File: config.mk
export PLATFORM = sky130hd
export DESIGN_NAME = scc_system_control
export DESIGN_NICKNAME = d
export VERILOG_FILES = /design/src/hdl/scc_pkg.sv /design/src/hdl/scc_system_control.sv
export VERILOG_INCLUDE_DIRS = /design/src /design/src/hdl
export SDC_FILE = /design/constraint.sdc
export NUM_CORES = 1
export LEC_CHECK = 0
export BUFFER_PORTS_ARGS = -buffer_cell sky130_fd_sc_hd__buf_2
export CAP_MARGIN = 20
export CORE_ASPECT_RATIO = 0.6
export CORE_UTILIZATION = 45
export CTS_CLUSTER_DIAMETER = 60
export CTS_CLUSTER_SIZE = 30
export DETAILED_ROUTE_END_ITERATION = 6
export PLACE_DENSITY = 0.84
export SYNTH_ARGS = -nofsm -noshare
export SYNTH_HDL_FRONTEND = slang
export SYNTH_SLANG_ARGS = --single-unit
File: constraint.sdc
create_clock -name ref_clk -period 3.2 [get_ports ref_clk]
set_input_delay 0.48 -clock ref_clk [delete_from_list [all_inputs] [get_ports ref_clk]]
set_output_delay 0.48 -clock ref_clk [all_outputs]
set_load 0.02 [all_outputs]
File: src/hdl/scc_cfg.svh
// system control constants: reset values, wait counts, vector level, function code
`ifndef SCC_CFG_SVH
`define SCC_CFG_SVH
`define SCC_ASYNC_WAITS 4'h3
`define SCC_BR0_DISABLED_INIT 16'hc000
`define SCC_BR0_NORMAL_INIT 16'h0000
`define SCC_VEC_LEVEL4 3'h4
`define SCC_FC_CPU_SPACE 3'h7
`define SCC_CTRL_RESET 1'b0
`endif

File: src/hdl/scc_pkg.sv
// system control types
package scc_pkg;
    typedef struct packed {
        logic write_protect_error_enable;
        logic locked_cycle_split;
        logic ext_master_extra_wait;
        logic decode_conflict_error_enable;
        logic bus_clear_interrupt_mask;
        logic sync_access_select;
        logic vector_gen_enable;
        logic low_power_enable;
    } scc_ctrl_t;
    typedef struct packed {
        logic pending_interrupt_flag;
        logic write_protect_violation_flag;
        logic decode_conflict_flag;
    } scc_status_t;
    typedef enum logic [1:0] {
        GRANT_IDLE,
        GRANT_WAIT_QUIET,
        GRANT_OWN
    } scc_grant_state_t;
endpackage : scc_pkg

File: src/hdl/scc_system_control.sv
// system control logic: control bits, status flags, disable-core mode
// Operation
// - write-protect error enable gates bus error
// - write-protect violation flag always sets
// - split clear: strobes held, grant unaffected
// - split set: strobes dropped, grant withheld
// - extra wait bit adds one external wait
// - extra wait clear: programmed waits exactly
// - decode-conflict enable gates bus error
// - decode-conflict flag sets except on configuration register access
// - bus-clear mask routes interrupt pending
// - pending interrupt flag always sets
// - asynchronous access uses three waits
// - synchronous reads one wait with extra
// - bus request becomes output when disabled
// - grant input, wait quiet, then acknowledge
// - bus clear input to independent dma
// - priority requests driven on interrupt outs
// - base register zero initial value
// - vector generation for level four
// - low power follows enable bit
// - status flags clear on write one
// - bus clear holds until flag cleared
`timescale 1ns/10ps
`default_nettype none
`include "scc_cfg.svh"

module scc_system_control
    import scc_pkg::*;
(
    input wire logic ref_clk,
    input wire logic reset,
    // control word write, status read
    input wire logic ctrl_we,
    input wire scc_ctrl_t ctrl_wdata,
    output scc_ctrl_t ctrl_q,
    input wire logic status_clear_we,
    input wire scc_status_t status_clear_mask,
    output scc_status_t status_q,
    // events from decode logic and core
    input wire logic write_protect_hit,
    input wire logic decode_conflict_hit,
    input wire logic config_reg_access,
    input wire logic core_interrupt_pending,
    // locked cycle control
    input wire logic locked_cycle_indicator,
    input wire logic locked_read_done,
    input wire logic locked_write_done,
    input wire logic strobe_request,
    output logic strobe_enable,
    output logic locked_grant_hold,
    output logic locked_write_waits,
    // wait-state computation
    input wire logic ext_master_cycle,
    input wire logic internal_target,
    input wire logic cs_dtack_used,
    input wire logic [3:0] programmed_waits,
    input wire logic cycle_is_read,
    output logic [3:0] wait_states,
    // bus error and bus clear
    output logic bus_error,
    output logic bus_clear_request_o,
    output logic bus_clear_request_oe,
    input wire logic bus_clear_request_i,
    output logic internal_bus_clear,
    input wire logic serial_dma_channels_request,
    input wire logic independent_dma_request,
    // disable-core mode pins
    input wire logic core_disable_strap,
    output logic core_disabled,
    output logic bus_request_o,
    output logic bus_request_oe,
    input wire logic bus_grant_i,
    output logic bus_grant_oe,
    input wire logic addr_strobe_i,
    input wire logic bus_error_i,
    input wire logic halt_i,
    input wire logic grant_ack_i,
    output logic grant_ack_o,
    output logic grant_ack_oe,
    input wire logic [2:0] priority_request,
    output logic [2:0] interrupt_out,
    output logic [2:0] interrupt_out_oe,
    input wire logic autovector_request,
    input wire logic chip_select_zero,
    output logic [15:0] base_register_zero,
    input wire logic [2:0] iack_level,
    input wire logic [7:0] level_vector_enable,
    output logic vector_supply,
    output logic low_power
);

    // ************************************************
    // pin synchronisers
    // ************************************************
    logic [5:0] pin_meta_q;
    logic [5:0] pin_sync_q;
    logic grant_low;
    logic as_low;
    logic berr_low;
    logic halt_low;
    logic bgack_low;
    logic bus_clear_request_in_low;
    always_ff @(posedge ref_clk)
    begin
        if (reset)
        begin
            pin_meta_q <= 6'h3f;
            pin_sync_q <= 6'h3f;
        end
        else
        begin
            pin_meta_q <= {bus_grant_i, addr_strobe_i, bus_error_i, halt_i,
                grant_ack_i, bus_clear_request_i};
            pin_sync_q <= pin_meta_q;
        end
    end

    assign grant_low = ~pin_sync_q[5];
    assign as_low = ~pin_sync_q[4];
    assign berr_low = ~pin_sync_q[3];
    assign halt_low = ~pin_sync_q[2];
    assign bgack_low = ~pin_sync_q[1];
    assign bus_clear_request_in_low = ~pin_sync_q[0];

    // ************************************************
    // strap capture
    // ************************************************
    logic strap_meta_q;
    logic strap_sync_q;
    always_ff @(posedge ref_clk)
    begin
        strap_meta_q <= core_disable_strap;
        strap_sync_q <= strap_meta_q;
    end

    // sampled while reset held, kept afterwards
    always_ff @(posedge ref_clk)
    begin
        if (reset)
            core_disabled <= strap_sync_q;
    end

    // ************************************************
    // control bits
    // ************************************************
    always_ff @(posedge ref_clk)
    begin
        if (reset)
            ctrl_q <= '0;
        else if (ctrl_we)
            ctrl_q <= ctrl_wdata;
    end

    // ************************************************
    // status flags
    // ************************************************
    logic wp_event;
    logic dc_event;
    // conflicts on configuration registers are not reported
    assign wp_event = write_protect_hit;
    assign dc_event = decode_conflict_hit & ~config_reg_access;

    always_ff @(posedge ref_clk)
    begin
        if (reset)
            status_q <= '0;
        else
        begin
            // set wins over clear
            status_q.pending_interrupt_flag <= core_interrupt_pending
                | (status_q.pending_interrupt_flag
                & ~(status_clear_we & status_clear_mask.pending_interrupt_flag));
            status_q.write_protect_violation_flag <= wp_event
                | (status_q.write_protect_violation_flag
                & ~(status_clear_we & status_clear_mask.write_protect_violation_flag));
            status_q.decode_conflict_flag <= dc_event
                | (status_q.decode_conflict_flag
                & ~(status_clear_we & status_clear_mask.decode_conflict_flag));
        end
    end

    // ************************************************
    // bus error
    // ************************************************
    always_ff @(posedge ref_clk)
    begin
        if (reset)
            bus_error <= 1'b0;
        else
            bus_error <= (wp_event & ctrl_q.write_protect_error_enable)
                | (dc_event & ctrl_q.decode_conflict_error_enable);
    end

    // ************************************************
    // locked read-modify-write handling
    // ************************************************
    logic locked_gap_q;
    always_ff @(posedge ref_clk)
    begin
        if (reset)
            locked_gap_q <= 1'b0;
        else if (!ctrl_q.locked_cycle_split || !locked_cycle_indicator)
            locked_gap_q <= 1'b0;
        else if (locked_read_done)
            locked_gap_q <= 1'b1;
        else if (strobe_request)
            locked_gap_q <= 1'b0;
    end

    always_comb
    begin
        // split: one idle slot between read and write portions
        strobe_enable = strobe_request & ~locked_gap_q;
        locked_grant_hold = ctrl_q.locked_cycle_split & locked_cycle_indicator
            & ~locked_write_done;
        locked_write_waits = ctrl_q.locked_cycle_split;
    end

    // ************************************************
    // wait states
    // ************************************************
    function automatic logic [3:0] add_extra(input logic [3:0] base, input logic extra);
        add_extra = base + {3'h0, extra};
    endfunction : add_extra
    logic [3:0] wait_d;
    always_comb
    begin
        wait_d = programmed_waits;
        if (locked_cycle_indicator && !cycle_is_read && !ctrl_q.locked_cycle_split
            && cs_dtack_used)
            wait_d = 4'h0;
        else if (ext_master_cycle && internal_target)
        begin
            if (!ctrl_q.sync_access_select)
                wait_d = `SCC_ASYNC_WAITS;
            else
                wait_d = add_extra(4'h0, ctrl_q.ext_master_extra_wait);
        end
        else if (ext_master_cycle && cs_dtack_used)
            wait_d = add_extra(programmed_waits, ctrl_q.ext_master_extra_wait);
    end

    always_ff @(posedge ref_clk)
    begin
        if (reset)
            wait_states <= 4'h0;
        else
            wait_states <= wait_d;
    end

    // ************************************************
    // bus clear
    // ************************************************
    logic ipa_clear_hold;
    // held by the sticky flag until software clears it
    assign ipa_clear_hold = ctrl_q.bus_clear_interrupt_mask
        & status_q.pending_interrupt_flag;

    always_ff @(posedge ref_clk)
    begin
        if (reset)
        begin
            bus_clear_request_o <= 1'b0;
            internal_bus_clear <= 1'b0;
        end
        else
        begin
            bus_clear_request_o <= (serial_dma_channels_request & ~independent_dma_request) | ipa_clear_hold;
            internal_bus_clear <= ipa_clear_hold
                | (core_disabled & bus_clear_request_in_low);
        end
    end

    // in disable mode the pin is an input to the independent engine, except while a serial dma request without an independent one drives it
    assign bus_clear_request_oe = ~core_disabled | (serial_dma_channels_request & ~independent_dma_request);

    // ************************************************
    // external arbitration in disable-core mode
    // ************************************************
    scc_grant_state_t grant_state_q;
    always_ff @(posedge ref_clk)
    begin
        if (reset)
            grant_state_q <= GRANT_IDLE;
        else
        begin
            case (grant_state_q)
                GRANT_IDLE:
                    if (core_disabled && (serial_dma_channels_request || independent_dma_request) && grant_low)
                        grant_state_q <= GRANT_WAIT_QUIET;
                GRANT_WAIT_QUIET:
                    if (!as_low && !berr_low && !halt_low && !bgack_low)
                        grant_state_q <= GRANT_OWN;
                GRANT_OWN:
                    if (!serial_dma_channels_request && !independent_dma_request)
                        grant_state_q <= GRANT_IDLE;
                default:
                    grant_state_q <= GRANT_IDLE;
            endcase
        end
    end

    always_ff @(posedge ref_clk)
    begin
        if (reset)
            bus_request_o <= 1'b1;
        else
            bus_request_o <= ~(core_disabled & (serial_dma_channels_request | independent_dma_request)
                & (grant_state_q != GRANT_OWN));
    end

    assign bus_request_oe = core_disabled;
    assign bus_grant_oe = ~core_disabled;
    assign grant_ack_o = ~(grant_state_q == GRANT_OWN);
    assign grant_ack_oe = grant_state_q == GRANT_OWN;

    // ************************************************
    // interrupt outputs and vectors
    // ************************************************
    always_ff @(posedge ref_clk)
    begin
        if (reset)
            interrupt_out <= 3'h7;
        else if (core_disabled)
            interrupt_out <= priority_request;
        else
            interrupt_out <= {chip_select_zero, locked_cycle_indicator, autovector_request};
    end

    assign interrupt_out_oe = 3'h7;

    always_ff @(posedge ref_clk)
    begin
        if (reset)
            base_register_zero <= `SCC_BR0_NORMAL_INIT;
        else if (core_disabled && base_register_zero == `SCC_BR0_NORMAL_INIT)
            base_register_zero <= `SCC_BR0_DISABLED_INIT;
    end

    always_ff @(posedge ref_clk)
    begin
        if (reset)
            vector_supply <= 1'b0;
        else
            vector_supply <= core_disabled & ctrl_q.vector_gen_enable
                & ((iack_level == `SCC_VEC_LEVEL4) | level_vector_enable[iack_level]);
    end

    // ************************************************
    // low power
    // ************************************************
    always_ff @(posedge ref_clk)
    begin
        if (reset)
            low_power <= 1'b0;
        else
            low_power <= core_disabled & ctrl_q.low_power_enable;
    end

endmodule : scc_system_control
`default_nettype wire

# [Yosys cells after proc, flatten, opt, wreduce, memory -nomap -nowiden]
# Cells that the tools add are included.
# W data, S select, Z words.
[word_totals] register_bits=43 latch_bits=0 ram_bits=0 rom_bits=0 inputBits=56 output_inout_bits=52 elab_cells=114 n_memories=0
[classes] add_sub_neg=1 mul=0 n_div=0 order_cmp=1 eq_ne=7 shift=0 n_mux=12 bitwise_logic=41 n_reduce_logical=25
[ops] cell="$and A1 B1 Y1" count=20
[ops] cell="$logic_not A16 Y1" count=1
[ops] cell="$logic_and A1 B1 Y1" count=12
[ops] cell="$not A1 Y1" count=12
[ops] cell="$or A1 B1 Y1" count=9
[ops] cell="$mux W2" count=4
[ops] cell="$mux W4" count=2
[ops] cell="$ne A2 B2 Y1 const B" count=3
[ops] cell="$pmux W2 S3" count=1
[ops] cell="$logic_not A1 Y1" count=5
[ops] cell="$add A4 B1 Y4" count=1
[ops] cell="$lt A3 B4 Y1 const B" count=1
[ops] cell="$reduce_or A2 Y1" count=2
[ops] cell="$bmux W1 S3" count=1
[ops] cell="$eq A3 B3 Y1 const B" count=1
[ops] cell="$mux W1" count=3
[ops] cell="$mux W3" count=1
[ops] cell="$reduce_and A3 Y1" count=1
[ops] cell="$eq A2 B1 Y1 const B" count=1
[ops] cell="$eq A2 B2 Y1 const B" count=1
[ops] cell="$logic_not A2 Y1" count=1
[ops] cell="$logic_or A1 B1 Y1" count=2
[ops] cell="$ne A2 B1 Y1 const B" count=1
[ops] cell="$reduce_bool A2 Y1" count=1

# [Depth between registers and ports, before layout]
# Gate-level depths: netlist of run 1.
[depth] depth_word=5 depth_mapped=5 depth_no_buf=5

# [Least setup slack after synthesis of run 1]
# Ideal clock, no wire load.
[synth_path] path_type="register -> output" startpoint="register core_disabled (netlist: bus_request_oe)" endpoint="output bus_clear_request_oe" t_arrival_ns=0.980 required_ns=2.720 setup_slack_ns=1.740 path_stages_with_launch=3 n_path_buf=1 path_cell_list="edfxtp_1 clkbuf_1 nand2_1"
[synth_via] elab_chain_cells=2
[synth_rtl] item="from (decl)" line="scc_system_control.sv:70" rtl="output logic core_disabled,"
[synth_rtl] item="from (signal assigned)" line="scc_system_control.sv:141" rtl="core_disabled <= strap_sync_q;"
[synth_rtl] item="$not A1 Y1" line="scc_system_control.sv:276" rtl="assign bus_clear_request_oe = ~core_disabled | (serial_dma_channels_request & ~independent_dma_request);"
[synth_rtl] item="$or A1 B1 Y1" line="scc_system_control.sv:276"
[synth_rtl] item="to (decl)" line="scc_system_control.sv:63" rtl="output logic bus_clear_request_oe,"
# No other way between the ends.

# [Worst setup path after layout of run 1]
[layout_path] startpoint="register core_disabled (netlist: bus_request_oe)" endpoint="output bus_request_oe"
[layout_rtl] item="to (decl)" line="scc_system_control.sv:72" rtl="output logic bus_request_oe,"
# No word-level cell between the ends.

==> impl_metrics.json, run 1 <==
{
  "gp_congestion": 0.696,
  "antenna_found_initial": 0,
  "grtUsageTotal_pct": 17.1,
  "post_cts_buffers": 0,
  "synth.area.mux_share_pct": 7.66,
  "htreeDepth": 2,
  "tns_ns": 0,
  "cp-start-kind": "flop",
  "drt-wirelength-per-cell_um": 11.0,
  "status": "finished, final reports clean",
  "drv_cap": 0,
  "rows": 17,
  "overflow": 0,
  "vias": 1417,
  "crit_path_max_incr_delay_ns": 0.64,
  "final_nets": 321,
  "synth-seq-cells": 43,
  "seq_area_um2": 871,
  "die_area_um2": 4110,
  "final_common_cell": "buf_2",
  "syn_avg_cell_area_um2": 9.73,
  "worstSetupPathType": "reg2out",
  "final_util_pct": 60.7,
  "p_clk_share_pct": 35.5,
  "p_leak_uw": 0.00114,
  "worstSetupEndpointType": "output port",
  "power_density_nw_per_um2": 520,
  "syn_to_final_growth_pct": 29.0,
  "clock_latency_ns": 0.29,
  "rsz0062_at_grt": "false",
  "cts_buffers": 5,
  "switching_share_pct": 25.8,
  "fill_cells": 324,
  "combinationalPowerShare_pct": 14.7,
  "synth-simple-area-share_pct": 22.2,
  "slew_headroom_pct": 61.7,
  "maxSlewViolCount": 0,
  "synth-edff-count": 1,
  "die_w_um": 82.1,
  "cts_tree": "done",
  "die_h_um": 50.1,
  "cts.sinks": 43,
  "synth_compound_area_share_pct": 7.30,
  "place_area_um2": 2120,
  "grt_max_degree": 37,
  "fin_crit_ns": 1.66,
  "io_pins": 108,
  "p_int_uw": 861,
  "max_freq_mhz": 601,
  "synth_top_family_by_area": "simple AND/OR/NAND/NOR gates",
  "clockBufferDepth": 2,
  "finalPower_uw": 1160,
  "hold_viol": 0,
  "clkTransAtPathRegs_ns": 0.08,
  "hp-class": "in2reg",
  "ir_drop_v": 0.000329,
  "post_cts_resize_count": 0,
  "cts_hold_buf": 0,
  "multi_input_area_um2": 732,
  "final_cell_mix": "buf_2 (89), dfxtp_1 (42), nor2_1 (19), conb_1 (17), or2_2 (15)",
  "viasPerCell": 4.56,
  "cts-root-buf": "clkbuf_8",
  "drc": 0,
  "min_period_over_period_pct": 52.0,
  "yosysUniqueCellTypes": 33,
  "yosys.area_share.adder_pct": 1.45,
  "drt-initial-drc-count": 31,
  "grt_pass1_vias": 1189,
  "drive_gt1_share_pct": 43.2,
  "hpwlAfterDp_um": 2580,
  "port_buffers": 89,
  "required_ns": 2.72,
  "ys_seq_area_share_pct": 50.3,
  "power.net_switching_uw": 300,
  "cp_max_fo": 14,
  "synthArstFlopShare_pct": 0,
  "dr.pass1.iters": 4,
  "synthesis.area_um2": 1730,
  "timing.critical_path.buf_inv": 1,
  "grt_first_pass_wirelength_um": 5040,
  "fin_area_um2": 2230,
  "seqPwrFrac_pct": 49.8,
  "setup_violations": 0,
  "worst_pin_slew_ns": 0.574,
  "synthXorXnorAreaFrac_pct": 0,
  "finalClockSkew_ns": 0.00522,
  "antenna_cells": 0,
  "ys_warn_count": 0,
  "crit_family": "flip-flops",
  "wl_um": 3420,
  "synth_cells": 178,
  "cp.arrival_ns": 1.18,
  "ys.flop_type": "dfxtp_1",
  "ant_nets": 0,
  "core-area_um2": 3680,
  "start_util_pct": 47.1,
  "crit_path_cell_trace": "buf_2",
  "worst_path_max_delay_cell": "edfxtp_1",
  "rrSetupSlack_ns": 1.81
}
## registers in the layout, indices dropped and copies added (netlist names), 2 cells and up
register       count
interrupt_out      3
ctrl_q             7
pin_meta_q         6
grant_state_q      2
pin_sync_q         6
status_q           3
wait_states        4
## synthesized netlist by cell type (all sizes together) (2+ instances only)
cell type / count / share of area (%)
nand3b: 3 / 1.3
mux2i: 11 / 6.4
or2: 16 / 5.8
nand3: 2 / 0.58
a211o: 3 / 1.5
inv: 3 / 0.65
ha: 2 / 1.4
conb: 2 / 0.43
nand4: 2 / 0.72
buf: 21 / 9.0
nor2: 19 / 4.1
o22ai: 2 / 0.72
a21oi: 9 / 2.6
nor3: 4 / 1.2
nand2b: 6 / 2.2
nand2: 7 / 1.5
dfxtp: 42 / 49
clkbuf: 5 / 1.1
nor2b: 7 / 2.5
## power by group through the flow
stage / combinational (uW) / clock (uW) / sequential (uW)
global placement: 168 / 0 / 591
detailed placement: 171 / 0 / 592
CTS: 172 / 426 / 579
floorplan: 98.8 / 0 / 613
global route: 186 / 453 / 583
finish: 170 / 412 / 579
## layout make-up
| cell class | instances | area share (%) |
|---|---|---|
| well taps | 47 | 2.63 |
| clock buffers | 7 | 4.82 |
| clock inverters | 1 | 0.392 |
| inverters | 3 | 0.504 |
| multi-input cells | 121 | 32.8 |
| repair buffers | 89 | 19.9 |
| flip-flops and latches | 43 | 39.0 |
## kinds of logic (layout without fill, tap and decap cells)
kind of cell,count (synthesis),count (layout)
other cells,2,17
simple gates,70,70
fa+ha+maj,2,2
buf+inv,29,100
mux,12,12
flops,43,43
compound gates,20,20
## path summary, 6_finish.rpt
kind | startpoint | depth (start not counted) | to
worst max register to register | ctrl_q[5] | 4 | wait_states[3]
worst max-delay path | bus_request_oe | 1 | bus_request_oe
worst min-delay path | core_disable_strap | 1 | strap_meta_q
worst min register to register | strap_meta_q | 0 | strap_sync_q
## stage by stage
stage               instances  hold slack, ns  worst slack (ns)
global placement          303           0.313              1.64
floorplan                 193           0.310              1.74
finish                    311           0.281              1.54
CTS                       311           0.267              1.50
detailed placement        303           0.312              1.61
global route              311           0.258              1.44
## metal layers
layer | global-route usage [%] | vias to the layer above | wire length [um]
li1 | - | 725 | -
met1 | 18.7 | 627 | 1550
met2 | 27.7 | 61 | 1540
met3 | 9.26 | 4 | 298
met4 | 6.14 | 0 | 23
met5 | 0 | - | 0
Power figures use the tool's default switching activity.
==> run 2, diff against run 1 <==
--- a/config.mk
+++ b/config.mk
@@ -9,11 +9,11 @@
 export BUFFER_PORTS_ARGS = -buffer_cell sky130_fd_sc_hd__buf_2
 export CAP_MARGIN = 20
 export CORE_ASPECT_RATIO = 0.6
-export CORE_UTILIZATION = 45
+export CORE_UTILIZATION = 38
 export CTS_CLUSTER_DIAMETER = 60
 export CTS_CLUSTER_SIZE = 30
 export DETAILED_ROUTE_END_ITERATION = 6
-export PLACE_DENSITY = 0.84
+export PLACE_DENSITY = 0.75
 export SYNTH_ARGS = -nofsm -noshare
 export SYNTH_HDL_FRONTEND = slang
 export SYNTH_SLANG_ARGS = --single-unit
==> constraint.sdc (replaced) <==
create_clock -name ref_clk -period 1.4 [get_ports ref_clk]
set_input_delay 0.21 -clock ref_clk [delete_from_list [all_inputs] [get_ports ref_clk]]
set_output_delay 0.21 -clock ref_clk [all_outputs]
set_load 0.02 [all_outputs]
==> impl_metrics.json, run 2 (synthesis gave the netlist of run 1 again) <==
{
  "status": "finished, final reports clean",
  "place_area_um2": 2170,
  "clockBufferDepth": 2,
  "fin_area_um2": 2310,
  "clkTransAtPathRegs_ns": 0.08,
  "rrSetupSlack_ns": 0.07,
  "grt_max_degree": 23,
  "seq_area_um2": 875,
  "dr.pass1.iters": 4,
  "setup_violations": 0,
  "layout_setup_ws_ns": 0.0679,
  "drv_cap": 0,
  "final_util_pct": 54.6,
  "clock_latency_ns": 0.29,
  "reg_top3": "ctrl_q x7, pin_meta_q x6, pin_sync_q x6",
  "hpwlAfterDp_um": 2640,
  "finalClockSkew_ns": 0.00658,
  "port_buffers": 89,
  "cp_max_fo": 4,
  "worstSetupEndpointType": "flop",
  "grt_first_pass_wirelength_um": 5150,
  "gp_congestion": 0.759,
  "worst_path_max_delay_cell": "or4b_1",
  "tns_ns": 0,
  "start_util_pct": 40.9,
  "crit_family": "simple AND/OR/NAND/NOR gates",
  "drive_gt1_share_pct": 45.2,
  "cts_tree": "done",
  "multi_input_area_um2": 734,
  "worstSetupPathType": "reg2reg",
  "overflow": 0,
  "cts_hold_buf": 0,
  "ir_drop_v": 0.000712,
  "wl_um": 3420,
  "io_pins": 108,
  "grtUsageTotal_pct": 14.5,
  "pre_cts_ws_ns": 0.0513,
  "fill_cells": 400,
  "crit_path_cell_trace": "ha_2 -> nand4_1 -> or4b_1 -> a31oi_1",
  "drc": 0,
  "required_ns": 1.62,
  "stdcell_count": 330,
  "regMostFlops": "ctrl_q",
  "core-area_um2": 4230,
  "die_area_um2": 4840,
  "timing.critical_path.buf_inv": 0,
  "rsz0062_at_grt": "false",
  "power_density_nw_per_um2": 1160,
  "die_h_um": 54.3,
  "hold_viol": 0,
  "grt_pass1_vias": 1202,
  "rows": 18,
  "vias": 1446,
  "fin_crit_ns": 1.33,
  "hp-class": "in2reg",
  "viasPerCell": 4.38,
  "syn_to_final_growth_pct": 33.5,
  "antenna_cells": 0,
  "cts.sinks": 43,
  "cp-start-kind": "flop",
  "die_w_um": 89.2,
  "min_period_over_period_pct": 95.1,
  "final_cell_mix": "buf_2 (89), dfxtp_1 (41), nor2_1 (19), conb_1 (17), or2_2 (15)",
  "drt-wirelength-per-cell_um": 10.4,
  "ant_nets": 0,
  "p_leak_uw": 0.00117,
  "drt-initial-drc-count": 26,
  "dp.cells": 319,
  "final_nets": 327,
  "maxSlewViolCount": 0,
  "cp.arrival_ns": 1.55,
  "final_common_cell": "buf_2",
  "antenna_found_initial": 0,
  "htreeDepth": 2,
  "largest_reg_flops": 7,
  "cts_buffers": 5,
  "cts-root-buf": "clkbuf_8",
  "max_freq_mhz": 751,
  "crit_path_max_incr_delay_ns": 0.47
}
-- run 2: power breakdown --
| part | total, uW | internal (uW) | switching, uW |
|---|---|---|---|
| logic | 414 | 177 | 237 |
| registers | 1320 | 1290 | 27.0 |
| clock network | 954 | 540 | 413 |
| total | 2680 | 2010 | 677 |
-- run 2: final timing paths --
check / startpoint / end / depth (start not counted)
worst min-delay path: core_disable_strap / strap_meta_q / 1
worst min register to register: strap_meta_q / strap_sync_q / 0
worst max register to register: ctrl_q[5] / wait_states[3] / 4
worst max-delay path: ctrl_q[5] / wait_states[3] / 4
-- run 2: timing repair --
item | in CTS | in global routing
setup endpoints to repair | 0 | 5
gates resized for setup | 0 | 2
setup buffers | 0 | 3
-- run 2: layer usage --
layer	share of wire (%)	GRT usage, %	up-vias	wire [um]
met5	0	0	-	0
met4	0.12	3.17	0	4
met3	9.0	5.73	2	308
met2	44	24.7	63	1500
met1	47	17.5	636	1610
li1	-	-	745	-
-- run 2: through the flow --
stage,power [uW],hold slack [ns]
after floorplan,1630,0.238
after global placement,1750,0.311
after detailed placement,1760,0.312
after CTS,2730,0.0178
after global routing,2840,0.0131
final,2680,0.0314
-- run 2: area by class of cell --
cell class | count | share of cell area, %
clock buffer | 5 | 2.98
clock inverter | 3 | 2.06
inverter | 3 | 0.487
multi-input combinational | 121 | 31.8
sequential | 43 | 37.8
tap | 60 | 3.25
timing repair buffer | 95 | 21.6
==> run 3, diff against run 2 <==
--- a/config.mk
+++ b/config.mk
@@ -8,12 +8,14 @@
 export LEC_CHECK = 0
 export BUFFER_PORTS_ARGS = -buffer_cell sky130_fd_sc_hd__buf_2
 export CAP_MARGIN = 20
+export CELL_PAD_IN_SITES_DETAIL_PLACEMENT = 1
+export CELL_PAD_IN_SITES_GLOBAL_PLACEMENT = 2
 export CORE_ASPECT_RATIO = 0.6
-export CORE_UTILIZATION = 38
+export CORE_UTILIZATION = 21
 export CTS_CLUSTER_DIAMETER = 60
 export CTS_CLUSTER_SIZE = 30
 export DETAILED_ROUTE_END_ITERATION = 6
-export PLACE_DENSITY = 0.75
+export PLACE_DENSITY_LB_ADDON = 0.1
 export SYNTH_ARGS = -nofsm -noshare
 export SYNTH_HDL_FRONTEND = slang
 export SYNTH_SLANG_ARGS = --single-unit
==> impl_metrics.json, run 3 (synthesis gave the netlist of run 1 again) <==
{
  "status": "finished, final reports clean",
  "crit_family": "adder cells",
  "viasPerCell": 3.85,
  "ir_drop_v": 0.000639,
  "overflow": 0,
  "hpwlAfterDp_um": 3400,
  "grtUsageTotal_pct": 11.1,
  "worstSetupStartpoint": "ctrl_q[5]",
  "fin_area_um2": 2430,
  "grt_first_pass_wirelength_um": 7270,
  "drt-wirelength-per-cell_um": 11.7,
  "worstSetupEndpointType": "flop",
  "tns_ns": 0,
  "wl_um": 4460,
  "layout_setup_ws_ns": 0.0955,
  "ant_nets": 0,
  "required_ns": 1.57,
  "min_period_over_period_pct": 93.2,
  "antenna_cells": 0,
  "maxSlewViolCount": 0,
  "start_util_pct": 21.8,
  "antenna_found_initial": 0,
  "port_buffers": 89,
  "cp-start-kind": "flop",
  "crit_path_max_incr_delay_ns": 0.35,
  "cts-root-buf": "clkbuf_16",
  "drt-initial-drc-count": 26,
  "crit_path_cell_trace": "ha_2 -> ha_1 -> and4b_2 -> o21bai_1 -> a21oi_1",
  "largest_reg_flops": 7,
  "grt_max_degree": 15,
  "dr.pass1.iters": 4,
  "p_leak_uw": 0.00120,
  "cp_max_fo": 4,
  "syn_to_final_growth_pct": 40.3,
  "vias": 1462,
  "wl_met2_um": 1740,
  "drc": 0,
  "place_area_um2": 2230,
  "grt_pass1_vias": 1455,
  "reg_top3": "ctrl_q x7, pin_meta_q x6, pin_sync_q x6",
  "drive_gt1_share_pct": 45.6,
  "die_area_um2": 8630,
  "hold_viol": 0,
  "drv_cap": 0,
  "io_pins": 108,
  "cp.arrival_ns": 1.48,
  "gp_congestion": 0.718,
  "top_layer": "met4",
  "fill_cells": 972,
  "regMostFlops": "ctrl_q",
  "power_density_nw_per_um2": 1270,
  "worstSetupPathType": "reg2reg",
  "rsz0062_at_grt": "false",
  "cts.sinks": 43,
  "clock_latency_ns": 0.29,
  "r2r-start": "ctrl_q[5]",
  "hp-class": "in2reg",
  "rows": 25,
  "final_common_cell": "buf_2",
  "dr_wl_met3_um": 394,
  "timing.critical_path.buf_inv": 0,
  "setup_violations": 0,
  "worst_path_max_delay_cell": "dfxtp_4",
  "pre_cts_ws_ns": 0.0654,
  "final_nets": 329,
  "core-area_um2": 7950,
  "fin_crit_ns": 1.30,
  "die_w_um": 119,
  "wl_met1_um": 2270,
  "final_cell_mix": "buf_2 (89), dfxtp_1 (41), nor2_1 (19), conb_1 (17), or2_2 (15)",
  "cts_buffers": 5,
  "finalClockSkew_ns": 0.00531,
  "max_freq_mhz": 767,
  "clockBufferDepth": 2,
  "cts_tree": "done",
  "clkTransAtPathRegs_ns": 0.06,
  "htreeDepth": 2,
  "hold_start": "core_disable_strap",
  "die_h_um": 72.3,
  "cts_hold_buf": 0
}
run 3: cell types whose count changed in the layout (fill, tap and decap cells not counted), sizes merged:
cell,before,now
buf,94,97
clkbuf,6,5
clkinv,1,2
inv,4,3
run 3: metal layers:
metal,track usage [%],vias to the layer above
li1,-,746
met1,14.7,652
met2,15.5,57
met3,5.27,7
met4,4.22,0
met5,0,-
run 3: power breakdown:
group	internal, uW	switching [uW]	total (uW)	leakage (uW)
Sequential	1290	27.1	1320	0.000358
Combinational	176	245	421	0.000757
Clock	841	493	1330	0.0000838
run 3: worst paths after layout:
kind	endpoint	slack (ns)	depth (start not counted)
min	strap_meta_q	0.02	1
min reg2reg	strap_sync_q	0.33	0
max reg2reg	wait_states[2]	0.1	5
max	wait_states[2]	0.1	5
run 3: layout make-up:
type / instances / area, um^2 / area share, %
sequential: 43 / 875 / 36.0
multi-input combinational: 121 / 734 / 30.2
timing repair buffer: 97 / 505 / 20.8
tap: 108 / 135 / 5.56
clock buffer: 5 / 125 / 5.15
clock inverter: 3 / 43.8 / 1.80
inverter: 3 / 11.3 / 0.463
run 3: repair_timing:
item	in CTS	in global routing
pin swaps	0	2
buffers inserted	3	1
resized for setup	0	2
gates cloned	0	0
endpoints found under the setup margin	4	2
run 3: stage by stage:
stage | util [%] | total power (uW) | hold slack [ns] | cells
6_report | 30.6 | 3080 | 0.0240 | 380
5_1_grt | 30.6 | 3250 | 0.0206 | 380
4_1_cts | 30.4 | 3140 | 0.0157 | 379
3_5_place_dp | 28.0 | 1770 | 0.314 | 368
3_3_place_gp | 28.0 | 1770 | 0.311 | 368
2_1_floorplan | - | 1630 | 0.238 | 193
